File: config.mk
export PLATFORM = sky130hd
export DESIGN_NAME = aec_top
export DESIGN_NICKNAME = d
export VERILOG_FILES = /design/src/logic/aec_pkg.sv /design/src/logic/aec_fifo2.sv /design/src/logic/aec_top.sv
export SDC_FILE = /design/constraint.sdc
export NUM_CORES = 1
export LEC_CHECK = 0
export ABC_AREA = 1
export ABC_CLOCK_PERIOD_IN_PS = 14100
export BUFFER_PORTS_ARGS = -buffer_cell sky130_fd_sc_hd__buf_4
export CORE_MARGIN = 4
export CORE_UTILIZATION = 57
export CTS_CLUSTER_SIZE = 16
export DETAILED_ROUTE_END_ITERATION = 16
export PLACE_DENSITY = 0.77
export REMOVE_ABC_BUFFERS = 1
export SYNTH_ARGS = -nofsm -noshare
export SYNTH_HDL_FRONTEND = slang
export SYNTH_SLANG_ARGS = --single-unit
File: constraint.sdc
create_clock -name clk_in -period 14.1 [get_ports clk_in]
set_clock_uncertainty 0.05 [all_clocks]
set_input_delay 2.115 -clock clk_in [delete_from_list [all_inputs] [get_ports clk_in]]
set_output_delay 2.115 -clock clk_in [all_outputs]
set_load 0.02 [all_outputs]
File: src/logic/aec_pkg.sv
// aec_pkg: constants and tables for the encoder configuration block
//------------------------------------------------------------
//------------------------------------------------------------
package aec_pkg;

  // register addresses on the serial control bus
  localparam logic [7:0] ADDR_ADM_PARAMS    = 8'hE1;
  localparam logic [7:0] ADDR_VOICE_THRESH  = 8'hE2;
  localparam logic [7:0] ADDR_OFFSET_TRIM   = 8'hE3;
  localparam logic [7:0] ADDR_DAC_DIRECT    = 8'hE7;
  localparam logic [7:0] ADDR_ADM_INJECT    = 8'hE8;

  // frame lengths in serial bits, address byte included
  localparam logic [4:0] FRAME_BITS_ADDR    = 5'h08;
  localparam logic [4:0] FRAME_BITS_BYTE    = 5'h10;
  localparam logic [4:0] FRAME_BITS_WORD    = 5'h18;

  // field positions of encoder_adm_params
  localparam int SYL_MSB   = 15;
  localparam int SYL_LSB   = 13;
  localparam int STEP_MSB  = 12;
  localparam int STEP_LSB  = 10;
  localparam int RUN_MSB   = 9;
  localparam int RUN_LSB   = 8;
  localparam int EST_MSB   = 7;
  localparam int EST_LSB   = 5;
  localparam int SO_MSB    = 4;
  localparam int SO_LSB    = 3;
  localparam int ZERO_MSB  = 2;
  localparam int ZERO_LSB  = 1;
  localparam int HALF_BIT  = 0;

  // reset values
  localparam logic [15:0] RST_ADM_PARAMS   = 16'h0000;
  localparam logic [15:0] RST_VOICE_THRESH = 16'h0000;
  localparam logic [15:0] RST_OFFSET_TRIM  = 16'h0000;
  localparam logic [15:0] RST_DAC_DIRECT   = 16'h0000;
  localparam logic [15:0] RST_STEP         = 16'h0014;
  localparam logic [14:0] VOICE_THRESH_MAX = 15'h7FFF;

  // time-constant numerators, divided by 3*bit rate downstream
  localparam logic [12:0] SYL_N_TAB [8] = '{13'h0200, 13'h0300, 13'h0400, 13'h0600,
                                            13'h0800, 13'h0C00, 13'h1000, 13'h1800};
  localparam logic [7:0]  EST_N_TAB [8] = '{8'h10, 8'h18, 8'h20, 8'h30,
                                            8'h40, 8'h60, 8'h80, 8'hC0};
  localparam logic [15:0] MAX_STEP_TAB [4] = '{16'h2800, 16'h1400, 16'h0A00, 16'h0500};
  localparam logic [15:0] MIN_STEP_WIDE    = 16'h0014;
  localparam logic [15:0] MIN_STEP_NARROW  = 16'h000A;
  localparam logic [2:0]  RUN_LEN_TAB [4]  = '{3'h3, 3'h4, 3'h5, 3'h6};
  // zero time constants in tenths of ms*kbps (1.5, 2.5, 4.5)
  localparam logic [5:0]  ZERO_TC_TAB [4]  = '{6'h00, 6'h0F, 6'h19, 6'h2D};

  // step adaptation shifts
  localparam int STEP_GROW_SHIFT  = 5;
  localparam int STEP_DECAY_BASE  = 5;

  // inject buffer shape
  localparam int INJ_WIDTH = 8;
  localparam int INJ_DEPTH = 2;

endpackage : aec_pkg

File: src/logic/aec_fifo2.sv
// aec_fifo2: two-entry valid/ready buffer for injected ADM bytes
`timescale 1ns/10ps
module aec_fifo2
  import aec_pkg::*;
(
  input  wire logic                 clk_in,
  input  wire logic                 nrst_in,
  input  wire logic                 in_valid_in,
  output      logic                 in_ready_out,
  input  wire logic [INJ_WIDTH-1:0] in_data_in,
  output      logic                 out_valid_out,
  input  wire logic                 out_ready_in,
  output      logic [INJ_WIDTH-1:0] out_data_out
);

  typedef struct packed {
    logic [INJ_DEPTH-1:0][INJ_WIDTH-1:0] mem;
    logic                                rd_ptr;
    logic                                wr_ptr;
    logic [1:0]                          count;
  } aec_fifo_type;

  aec_fifo_type st_r;
  aec_fifo_type st_nxt;
  logic         push;
  logic         pop;

  assign in_ready_out  = (st_r.count != 2'(INJ_DEPTH));
  assign out_valid_out = (st_r.count != 2'h0);
  assign out_data_out  = st_r.mem[st_r.rd_ptr];
  assign push          = in_valid_in & in_ready_out;
  assign pop           = out_valid_out & out_ready_in;

  always_comb begin
    st_nxt = st_r;
    if (push) begin
      st_nxt.mem[st_r.wr_ptr] = in_data_in;
      st_nxt.wr_ptr           = ~st_r.wr_ptr;
    end
    if (pop) begin
      st_nxt.rd_ptr = ~st_r.rd_ptr;
    end
    st_nxt.count = st_r.count + 2'(push) - 2'(pop);
  end

  always_ff @(posedge clk_in or negedge nrst_in) begin
    if (!nrst_in) begin
      st_r <= '0;
    end else begin
      st_r <= st_nxt;
    end
  end

endmodule // aec_fifo2

File: src/logic/aec_top.sv
// aec_top: serial-bus register file and encoder configuration logic
`timescale 1ns/10ps
module aec_top
  import aec_pkg::*;
(
  input  wire logic        clk_in,
  input  wire logic        nrst_in,
  // serial control bus pins
  input  wire logic        bus_clk_in,
  input  wire logic        bus_sel_n_in,
  input  wire logic        bus_data_in,
  // encoder side, same clock
  input  wire logic        bit_tick_in,
  input  wire logic        adm_bit_in,
  input  wire logic        adm_decode_in,
  input  wire logic        idle_enhance_in,
  input  wire logic        inject_irq_en_in,
  input  wire logic        sample_valid_in,
  input  wire logic [15:0] sample_in,
  // decoded settings
  output      logic [12:0] syllabic_n_out,
  output      logic [15:0] max_step_out,
  output      logic [15:0] min_step_out,
  output      logic [2:0]  run_len_out,
  output      logic [7:0]  estimator_n_out,
  output      logic        second_order_out,
  output      logic [1:0]  second_order_shift_out,
  output      logic        zero_en_out,
  output      logic [5:0]  zero_tc_out,
  output      logic        half_rate_zero_out,
  output      logic [14:0] voice_threshold_out,
  output      logic [15:0] dac_direct_out,
  output      logic        dac_direct_strobe_out,
  // encoder datapath
  output      logic [15:0] step_out,
  output      logic [15:0] enc_sum_out,
  output      logic        enc_sum_valid_out,
  output      logic [15:0] offset_estimate_out,
  output      logic        inject_bit_out,
  output      logic        inject_valid_out,
  output      logic        inject_ready_out,
  output      logic        irq_n_out
);

  typedef struct packed {
    // pin synchronisers: [2]=clock, [1]=select, [0]=data
    logic [2:0]  sy1;
    logic [2:0]  sy2;
    logic [2:0]  sy3;
    logic [2:0]  pin;
    logic [23:0] shf;
    logic [4:0]  bcnt;
    logic [15:0] adm_params;
    logic [15:0] voice_thresh;
    logic [15:0] offset_trim;
    logic [15:0] dac_direct;
    logic        dac_strobe;
    logic        inj_wr;
    logic [7:0]  inj_byte;
    logic [12:0] syl_n;
    logic [15:0] max_step;
    logic [15:0] min_step;
    logic [2:0]  run_len;
    logic [7:0]  est_n;
    logic        so_en;
    logic [1:0]  so_shift;
    logic        zero_en;
    logic [5:0]  zero_tc;
    logic        half_zero;
    logic [15:0] step;
    logic [2:0]  run_cnt;
    logic        last_bit;
    logic [15:0] est;
    logic [15:0] sum;
    logic        sum_valid;
    logic [7:0]  inj_shift;
    logic [3:0]  inj_cnt;
    logic        inj_bit;
    logic        inj_valid;
    logic        inj_room;
    logic        irq_n;
  } aec_state_type;

  aec_state_type st_r;
  aec_state_type st_nxt;

  logic       fifo_in_ready;
  logic       fifo_out_valid;
  logic [7:0] fifo_out_data;
  logic       fifo_pop;

  //------------------------------------------------------------
  // inject buffer
  //------------------------------------------------------------
  // the serialiser pulls a byte only when its own shifter is spent,
  // so the buffer really fills and the ready flag means something
  assign fifo_pop = (st_r.inj_cnt == 4'h0);

  aec_fifo2 u_inject_fifo (
    .clk_in        (clk_in),
    .nrst_in       (nrst_in),
    .in_valid_in   (st_r.inj_wr),
    .in_ready_out  (fifo_in_ready),
    .in_data_in    (st_r.inj_byte),
    .out_valid_out (fifo_out_valid),
    .out_ready_in  (fifo_pop),
    .out_data_out  (fifo_out_data)
  );

  //------------------------------------------------------------
  // next state
  //------------------------------------------------------------
  always_comb begin
    logic        clk_rise;
    logic        sel_fall;
    logic [23:0] shf_new;
    logic [4:0]  cnt_new;
    logic [7:0]  addr;
    logic [17:0] wide;
    logic [15:0] grown;
    logic [15:0] decayed;
    logic [2:0]  run_new;
    logic [1:0]  so_code;
    logic [1:0]  zero_code;
    clk_rise  = 1'b0;
    sel_fall  = 1'b0;
    shf_new   = '0;
    cnt_new   = '0;
    addr      = '0;
    wide      = '0;
    grown     = '0;
    decayed   = '0;
    run_new   = '0;
    so_code   = '0;
    zero_code = '0;
    st_nxt    = st_r;

    // pins settle once the second and third stages agree
    st_nxt.sy1 = {bus_clk_in, bus_sel_n_in, bus_data_in};
    st_nxt.sy2 = st_r.sy1;
    st_nxt.sy3 = st_r.sy2;
    for (int i = 0; i < 3; i++) begin
      if (st_r.sy2[i] == st_r.sy3[i]) begin
        st_nxt.pin[i] = st_r.sy3[i];
      end
    end
    clk_rise = st_nxt.pin[2] & ~st_r.pin[2];
    sel_fall = ~st_nxt.pin[1] & st_r.pin[1];

    //------------------------------------------------------------
    // serial frame: address byte then one or two data bytes, msb first
    //------------------------------------------------------------
    st_nxt.dac_strobe = 1'b0;
    st_nxt.inj_wr     = 1'b0;
    if (sel_fall || st_nxt.pin[1]) begin
      st_nxt.bcnt = '0;
    end else if (clk_rise && st_r.bcnt != FRAME_BITS_WORD) begin
      shf_new     = {st_r.shf[22:0], st_nxt.pin[0]};
      cnt_new     = st_r.bcnt + 5'h01;
      st_nxt.shf  = shf_new;
      st_nxt.bcnt = cnt_new;
      addr        = (cnt_new == FRAME_BITS_WORD) ? shf_new[23:16] : shf_new[15:8];
      if (cnt_new == FRAME_BITS_WORD) begin
        unique case (addr)
          ADDR_ADM_PARAMS:   st_nxt.adm_params   = shf_new[15:0];
          ADDR_VOICE_THRESH: st_nxt.voice_thresh = shf_new[15:0];
          ADDR_OFFSET_TRIM:  st_nxt.offset_trim  = shf_new[15:0];
          ADDR_DAC_DIRECT: begin
            st_nxt.dac_direct = shf_new[15:0];
            st_nxt.dac_strobe = 1'b1;
          end
          default: ;
        endcase
      end else if (cnt_new == FRAME_BITS_BYTE && addr == ADDR_ADM_INJECT) begin
        // one-byte frame ends here; a full buffer drops the byte
        st_nxt.inj_wr   = 1'b1;
        st_nxt.inj_byte = shf_new[7:0];
        st_nxt.bcnt     = FRAME_BITS_WORD;
      end
    end

    //------------------------------------------------------------
    // decode of the adm parameter word
    //------------------------------------------------------------
    st_nxt.syl_n    = SYL_N_TAB[st_r.adm_params[SYL_MSB:SYL_LSB]];
    st_nxt.max_step = MAX_STEP_TAB[st_r.adm_params[STEP_MSB:STEP_LSB+1]];
    st_nxt.min_step = st_r.adm_params[STEP_LSB] ? MIN_STEP_NARROW : MIN_STEP_WIDE;
    st_nxt.run_len  = RUN_LEN_TAB[st_r.adm_params[RUN_MSB:RUN_LSB]];
    st_nxt.est_n    = EST_N_TAB[st_r.adm_params[EST_MSB:EST_LSB]];
    so_code         = st_r.adm_params[SO_MSB:SO_LSB];
    zero_code       = st_r.adm_params[ZERO_MSB:ZERO_LSB];
    st_nxt.so_en    = (so_code != 2'h0);
    st_nxt.so_shift = so_code;
    // the zero only helps a second-order loop, so first order masks it
    st_nxt.zero_en  = (zero_code != 2'h0) && (so_code != 2'h0);
    st_nxt.zero_tc  = st_nxt.zero_en ? ZERO_TC_TAB[zero_code] : 6'h00;
    // gated by decode so a stray setting cannot upset the encode loop
    st_nxt.half_zero = st_r.adm_params[HALF_BIT] & adm_decode_in;

    //------------------------------------------------------------
    // step-size adaptation
    //------------------------------------------------------------
    if (bit_tick_in) begin
      run_new = (adm_bit_in == st_r.last_bit) ?
                ((st_r.run_cnt == 3'h7) ? 3'h7 : st_r.run_cnt + 3'h1) : 3'h1;
      st_nxt.run_cnt  = run_new;
      st_nxt.last_bit = adm_bit_in;
      grown   = st_r.step + (st_r.max_step >> STEP_GROW_SHIFT);
      decayed = st_r.step
              - (st_r.step >> (STEP_DECAY_BASE + int'(st_r.adm_params[SYL_MSB:SYL_LSB])));
      st_nxt.step = (run_new >= st_r.run_len) ? grown : decayed;
      if (st_nxt.step > st_r.max_step) begin
        st_nxt.step = st_r.max_step;
      end else if (st_nxt.step < st_r.min_step) begin
        st_nxt.step = st_r.min_step;
      end
    end

    //------------------------------------------------------------
    // offset trim and automatic compensation
    //------------------------------------------------------------
    st_nxt.sum_valid = sample_valid_in;
    if (sample_valid_in) begin
      wide = {{2{sample_in[15]}}, sample_in}
           + {{2{st_r.offset_trim[15]}}, st_r.offset_trim}
           + (idle_enhance_in ? {{2{st_r.est[15]}}, st_r.est} : 18'h00000);
      if ($signed(wide) > 18'sh07FFF) begin
        st_nxt.sum = 16'h7FFF;
      end else if ($signed(wide) < -18'sh08000) begin
        st_nxt.sum = 16'h8000;
      end else begin
        st_nxt.sum = wide[15:0];
      end
      // estimate walks against the sign of the output; a zero trim freezes it
      if (idle_enhance_in && st_r.offset_trim != 16'h0000) begin
        if (st_nxt.sum[15] && st_r.est != 16'h7FFF) begin
          st_nxt.est = st_r.est + 16'h0001;
        end else if (!st_nxt.sum[15] && st_nxt.sum != 16'h0000 && st_r.est != 16'h8000) begin
          st_nxt.est = st_r.est - 16'h0001;
        end
      end
    end

    //------------------------------------------------------------
    // injected bit serialiser
    //------------------------------------------------------------
    if (fifo_pop && fifo_out_valid) begin
      st_nxt.inj_shift = fifo_out_data;
      st_nxt.inj_cnt   = 4'h8;
    end else if (bit_tick_in && st_r.inj_cnt != 4'h0) begin
      st_nxt.inj_bit   = st_r.inj_shift[7];
      st_nxt.inj_shift = {st_r.inj_shift[6:0], 1'b0};
      st_nxt.inj_cnt   = st_r.inj_cnt - 4'h1;
    end
    // valid marks the bit period after a real bit; an underrun drops it
    if (bit_tick_in) begin
      st_nxt.inj_valid = (st_r.inj_cnt != 4'h0);
    end
    st_nxt.inj_room = fifo_in_ready;
    st_nxt.irq_n    = ~(inject_irq_en_in & fifo_in_ready);
  end

  //------------------------------------------------------------
  // state register
  //------------------------------------------------------------
  always_ff @(posedge clk_in or negedge nrst_in) begin
    if (!nrst_in) begin
      st_r              <= '0;
      st_r.sy1          <= 3'h6;
      st_r.sy2          <= 3'h6;
      st_r.sy3          <= 3'h6;
      st_r.pin          <= 3'h6;
      st_r.adm_params   <= RST_ADM_PARAMS;
      st_r.voice_thresh <= RST_VOICE_THRESH;
      st_r.offset_trim  <= RST_OFFSET_TRIM;
      st_r.dac_direct   <= RST_DAC_DIRECT;
      st_r.syl_n        <= SYL_N_TAB[0];
      st_r.max_step     <= MAX_STEP_TAB[0];
      st_r.min_step     <= MIN_STEP_WIDE;
      st_r.run_len      <= RUN_LEN_TAB[0];
      st_r.est_n        <= EST_N_TAB[0];
      st_r.step         <= RST_STEP;
      st_r.irq_n        <= 1'b1;
    end else begin
      st_r <= st_nxt;
    end
  end

  //------------------------------------------------------------
  // outputs
  //------------------------------------------------------------
  assign syllabic_n_out         = st_r.syl_n;
  assign max_step_out           = st_r.max_step;
  assign min_step_out           = st_r.min_step;
  assign run_len_out            = st_r.run_len;
  assign estimator_n_out        = st_r.est_n;
  assign second_order_out       = st_r.so_en;
  assign second_order_shift_out = st_r.so_shift;
  assign zero_en_out            = st_r.zero_en;
  assign zero_tc_out            = st_r.zero_tc;
  assign half_rate_zero_out     = st_r.half_zero;
  // top bit ignored: the threshold is never negative
  assign voice_threshold_out    = st_r.voice_thresh[14:0] & VOICE_THRESH_MAX;
  assign dac_direct_out         = st_r.dac_direct;
  assign dac_direct_strobe_out  = st_r.dac_strobe;
  assign step_out               = st_r.step;
  assign enc_sum_out            = st_r.sum;
  assign enc_sum_valid_out      = st_r.sum_valid;
  assign offset_estimate_out    = st_r.est;
  assign inject_bit_out         = st_r.inj_bit;
  assign inject_valid_out       = st_r.inj_valid;
  assign inject_ready_out       = st_r.inj_room;
  assign irq_n_out              = st_r.irq_n;

endmodule // aec_top

Word-level counts from Yosys, hierarchy flattened
Memory sizes are Yosys's and may differ from the RTL's. A register that Yosys moved wholly into a read port is not among the register bits.
Cells that the tools add are included.
Widths: inputs -> output; s select.
Word-level totals
  bits in read-only memories: 168
  memories kept: 2
  output and inout port bits: 152
  input bits: 27
  bits in registers: 238
  bits in latches: 0
  bits in writable memories: 0
  logic and storage cells: 176
Operators by class
  div/mod/pow operators: 0
  reductions and logical operators: 32
  mux-type cells: 45
  shift operators: 1
  $mul: 0
  order comparisons: 11
  eq/ne operators: 16
  $add $sub $neg: 12
  bitwise gates (word level): 19
Memories
  (no name shown): depth 8, bits a word 13, rd ports 1, clocked after Yosys merged registers in 1, wr ports 0, line aec_top.sv:185  | st_nxt.syl_n = SYL_N_TAB[st_r.adm_params[SYL_MSB:SYL_LSB]];
  (no name shown): depth 8, bits a word 8, rd ports 1, clocked after Yosys merged registers in 1, wr ports 0, line aec_top.sv:189  | st_nxt.est_n = EST_N_TAB[st_r.adm_params[EST_MSB:EST_LSB]];
Operators with widths (count)
  $mux 16: 13
  $mux 79: 1
  $mux 65: 1
  $eq 8x8->1 const B: 5
  $bmux 16 s2: 1
  $mux 8: 4
  $reduce_bool 16->1: 2
  $mux 5: 4
  $reduce_and 4->1: 5
  $add 18x18->18: 1
  $gt 18x16->1 const B: 1
  $lt 18x16->1 const B: 1
  $mux 18: 1
  $mux 6: 3
  $mux 9: 2
  $add 16x16->17: 1
  $mux 17: 1
  $add 16x1->16 const B: 1
  $add 16x11->16: 1
  $bwmux 16: 1
  $gt 16x16->1: 1
  $lt 16x5->1: 1
  $ne 16x15->1 const B: 1
  $ne 16x16->1 const B: 1
  38 further kinds: 82

Longest topological paths before layout
  depth after elaboration: 11
  gate-level depth with buffers: 37
  gate-level depth less buffers: 36

By module
From an unflattened synthesis, not the netlist that was laid out.
Unflattened totals
  cell total of the unflattened synthesis: 1874
  area, all modules: 14632.8 sq um
By module, submodules not included
  aec_top: times used 1, cells each 1748, sequential area each 5352.6 sq um, area each 13628.1 sq um
  aec_fifo2: times used 1, cells each 126, sequential area each 500.5 sq um, area each 1004.7 sq um

Worst setup path before layout
No wires, ideal clock.
  kind: input to register
  start point: input port sample_in[0]
  end point: register st_r (netlist bit offset_estimate_out[15])
  cell stages on the path: 30
  slack: 7.175 ns
  buffers on the path: 0
  arrival time: 6.808 ns
  library setup time: 0.067 ns
  required time: 13.983 ns
  cells stage by stage: ha_1 fa_1 nand3_1 nand2_1 a21oi_1 inv_1 a21oi_1 o21ai_0 a21oi_1 o21ai_0 xor2_1 ha_1 a21oi_1 o21bai_1 a21oi_1 nand3_1 nand2_2 nand2_1 ha_1 a21oi_1 nand2_1 a21o_1 a21boi_0 o21ai_0 nand2_1 nor2_1 nor2_1 xor2_1 nand3_1 nand2_1
Between the ends
  word-level cells in the longest chain between the ends: 11
  elaborated cells between the ends (all ways): 15
  classes of those cells: 2 x add/sub; 2 x order compare; 4 x mux; 7 x reduce/logical
Ends and longest elaborated chain
  from (decl): line aec_top.sv:19  | input wire logic [15:0] sample_in,
  $add 16x16->17 *: line aec_top.sv:225  | + {{2{st_r.offset_trim[15]}}, st_r.offset_trim}
  $add 18x18->18 *: line aec_top.sv:226  | + (idle_enhance_in ? {{2{st_r.est[15]}}, st_r.est} : 18'h00000);
  $lt 18x16->1: line aec_top.sv:229  | end else if ($signed(wide) < -18'sh08000) begin
  $mux 16: line aec_top.sv:229
  $mux 16 *: line aec_top.sv:227  | if ($signed(wide) > 18'sh07FFF) begin
  $mux 16 *: line aec_top.sv:223  | if (sample_valid_in) begin
  $reduce_bool 16->1 or $logic_not 1->1 (tied branches): line aec_top.sv:238  | end else if (!st_nxt.sum[15] && st_nxt.sum != 16'h0000 && st_r.est != 16'h8000) begin
  $logic_and 1x1->1 (2 in a row): line aec_top.sv:238
  $reduce_bool 2->1 (no source line)
  $reduce_and 3->1 (no source line)
  to (signal assigned): line aec_top.sv:285  | st_r <= st_nxt;
  to (decl): line aec_top.sv:84  | aec_state_type st_r;
Mark *: on every way between the ends. The rest lies on a longest branch, timed or not. The select of a mux whose other input is x is not followed.
A chain may end at the register's enable or synchronous reset.

Final worst setup path
  start point: input port sample_in[2]
  end point: register st_r (netlist bit offset_estimate_out[15])
The elaborated chain is that of the path after synthesis.

==> impl_metrics.env <==
export IMPL_p_per_area_mw_per_mm2=145
export IMPL_overflow=0
export IMPL_die_h_microns=167
export IMPL_core_area_sq_mm=0.0246
export IMPL_crit_path_max_fanout=17
export IMPL_setup_violations=0
export IMPL_max_freq_mhz=134
export IMPL_r2r_start="st_r[164]"
export IMPL_leakage_nw=8.40
export IMPL_synth_ff_type="dfrtp_1"
export IMPL_critPathMostFrequentCell="nand2_1"
export IMPL_crit_start="sample_in[2]"
export IMPL_ctsHoldBuffers=0
export IMPL_fin_crit_sh_pct=53.1
export IMPL_synthTopCellsByArea="dfrtp_1 (37%), nand2_1 (12%), buf_4 (7.5%), ha_1 (7.4%), inv_1 (5.2%)"
export IMPL_antenna_cells=0
export IMPL_cts_inserted_buffers=26
export IMPL_cts_root_buf="clkbuf_16"
export IMPL_clk_path_buf_depth=3
export IMPL_row_count=57
export IMPL_path_clk_slew_ns=0.06
export IMPL_grt_max_degree=90
export IMPL_drc=0
export IMPL_synth_cells=1819
export IMPL_gp_congestion=1.05
export IMPL_yosysMostFrequentCell="nand2_1"
export IMPL_slew_viol_final=0
export IMPL_grt_pass1_wl_mm=55.7
export IMPL_n_fill_cell=2144
export IMPL_cpPeakStageDelay_ns=0.56
export IMPL_layout_nets=1962
export IMPL_cp_start_kind="input pin"
export IMPL_async_reset_ff_share_pct=100
export IMPL_ir_worst_vdd_mv=0.0950
export IMPL_maxCapViolCount=0
export IMPL_drt_iter0_drc=769
export IMPL_total_power_mw=2.29
export IMPL_final_antenna_net_count=0
export IMPL_holdCritStartpoint="st_nxt[246]"
export IMPL_ys_ff_latch=233
export IMPL_layout_min_cycle_time_ns=7.49
export IMPL_die_area_sq_mm=0.0279
export IMPL_yosys_warnings=0
export IMPL_yosysTopAreaCellShare_pct=37.3
export IMPL_pin_count=179
export IMPL_p_sw_mw=0.830
export IMPL_antenna_found_initial=0
export IMPL_place_area_sq_mm=0.0148
export IMPL_initial_core_util_pct=58.6
export IMPL_synth_area_per_cell_sq_um=7.92
export IMPL_area_growth_syn_to_layout_pct=9.70
export IMPL_numPortBuffers=145
export IMPL_vias=11600
export IMPL_cp_end_kind="flop"
export IMPL_syn_area_sq_mm=0.0144
export IMPL_cts_sinks=233
export IMPL_cp_required_ns=14.52
export IMPL_combPwrFrac_pct=34.0
export IMPL_yosysSeqAreaShare_pct=40.6
export IMPL_yosys_top_cells_count="nand2_1 (473), dfrtp_1 (215), inv_1 (199), buf_4 (144)"
export IMPL_wl_per_cell_microns=15.5
export IMPL_slew_headroom_pct=19.3
export IMPL_dp_hpwl_mm=25.5
export IMPL_synth_top_area_cell="dfrtp_1"
export IMPL_drive_above_1_share_pct=13.3
export IMPL_die_w_microns=167
export IMPL_status="finished, final reports clean"
export IMPL_hold_violations=0
export IMPL_cts_htree_levels=1
export IMPL_p_int_mw=1.46
export IMPL_slowest_stage="ha_1"
export IMPL_path_delay_family="compound AO/OA/AOI/OAI gates"
export IMPL_pwr_share_clk_pct=33.5
export IMPL_ctsResizeCount=0
export IMPL_crit_buf_inv=1
export IMPL_swShare_pct=36.2
export IMPL_worstMarginPinSlew_ns=1.21
export IMPL_post_route_cell_area_sq_mm=0.0158
export IMPL_synth_edf_count=0
export IMPL_worstSetupPathType="in -> reg"
export IMPL_insertion_delay_ns=0.54
export IMPL_track_usage_pct=23.8
export IMPL_critPathArrivalTime_ns=7.91
export IMPL_post_cts_buffers=0
export IMPL_seq_power_share_pct=32.5
export IMPL_grt_pass1_vias=11200
export IMPL_synth_distinct_cells=55
export IMPL_vias_per_cell=5.31
export IMPL_finalSetupTns_ns=0
export IMPL_holdCritPathClass="reg -> reg"
export IMPL_rsz0062_at_grt="no"
export IMPL_drt_pass1_iterations=5
export IMPL_cts_tree="built"
export IMPL_wirelength_mm=34.0
area by class of cell:
class                           count  area, sq um  share of cell area, %
Clock buffer                       34          711                   4.49
Multi-Input combinational cell   1229         6640                   42.0
Tap cell                          324          405                   2.56
Timing Repair Buffer              152         1150                   7.26
Clock inverter                     14          284                   1.80
Inverter                          204          766                   4.84
Sequential cell                   233         5850                   37.0
per-stage QoR:
step           worst slack, ns  utilization [%]  cells  hold WS [ns]
2_1_floorplan             7.16                -   1666         0.281
3_3_place_gp              6.51             60.2   2142         0.288
3_5_place_dp              6.27             60.2   2142         0.289
4_1_cts                   6.73             64.3   2190         0.308
5_1_grt                   6.05             64.3   2190         0.312
6_report                  6.61             64.3   2190         0.306
worst reg2reg max path, delay by kind of cell, from the launching register on:
kind,cells,cell delay [ns]
compound gates,11,2.10
xor+xnor,2,0.28
fa+ha+maj,3,1.39
flops,1,0.46
simple gates,17,1.93
logic make-up after synthesis:
family / count (synthesis) / share of synthesized area (%)
other: 1 / 0.0260
buffers and inverters: 389 / 14.1
adders and majority gates: 91 / 8.08
DFF: 233 / 40.6
AOI/OAI and AO/OA: 301 / 11.4
and+or+nand+nor: 744 / 22.0
xor gates and xnor gates: 59 / 3.72
muxes: 1 / 0.0694
placed cells by master, fill, tap and decap left out, types with 10 or more instances in the layout:
cell	synthesis	final
nor3_1	16	16
conb_1	1	33
ha_1	85	85
o21ai_1	53	53
buf_4	144	151
nand4_1	18	18
o21ai_0	98	98
xnor2_1	13	13
a21oi_1	101	101
o211ai_1	12	12
nand2_1	473	473
dfrtp_1	215	215
clkbuf_16	0	26
dfstp_2	18	18
inv_1	199	199
nor2_1	101	101
xor2_1	45	45
nor4_1	10	10
nand3_1	85	85
final timing paths:
path                                      endpoint  slack (ns)  cells past startpoint
setup / recovery           offset_estimate_out[15]        6.61                     34
hold / removal                         st_nxt[243]        0.31                      0
setup reg to reg           offset_estimate_out[15]        7.80                     33
hold reg to reg                        st_nxt[243]        0.31                      0
max in group asynchronous    u_inject_fifo.st_r[7]       11.06                      2
min in group asynchronous   voice_threshold_out[3]        1.53                      1
layer usage:
layer	track usage, %	wire, microns	up-vias	part of all wire [%]
met4	6.94	977	0	2.9
li1	-	-	5782	-
met1	33.6	15200	5420	45
met2	38.4	15600	361	46
met5	0	0	-	0
met3	3.60	2210	64	6.5
registers in the layout, indices dropped and copies added, names as in the netlist, 2 cells and up:
register                flops
dac_direct_out             16
enc_sum_out                16
estimator_n_out             5
max_step_out                6
min_step_out                2
offset_estimate_out        16
run_len_out                 3
second_order_shift_out      2
st_nxt                      8
st_r                       89
step_out                   16
syllabic_n_out              5
u_inject_fifo.st_r         20
voice_threshold_out        15
zero_tc_out                 5
power groups by stage:
stage               Sequential, mW  Clock (mW)  Combinational [mW]
floorplan                    0.767           0               0.558
global placement             0.754           0               0.756
detailed placement           0.755           0               0.771
CTS                          0.744       0.783               0.777
global route                 0.749       0.814               0.886
finish                       0.745       0.769               0.780
No activity file was read; power rests on OpenSTA's default activity.
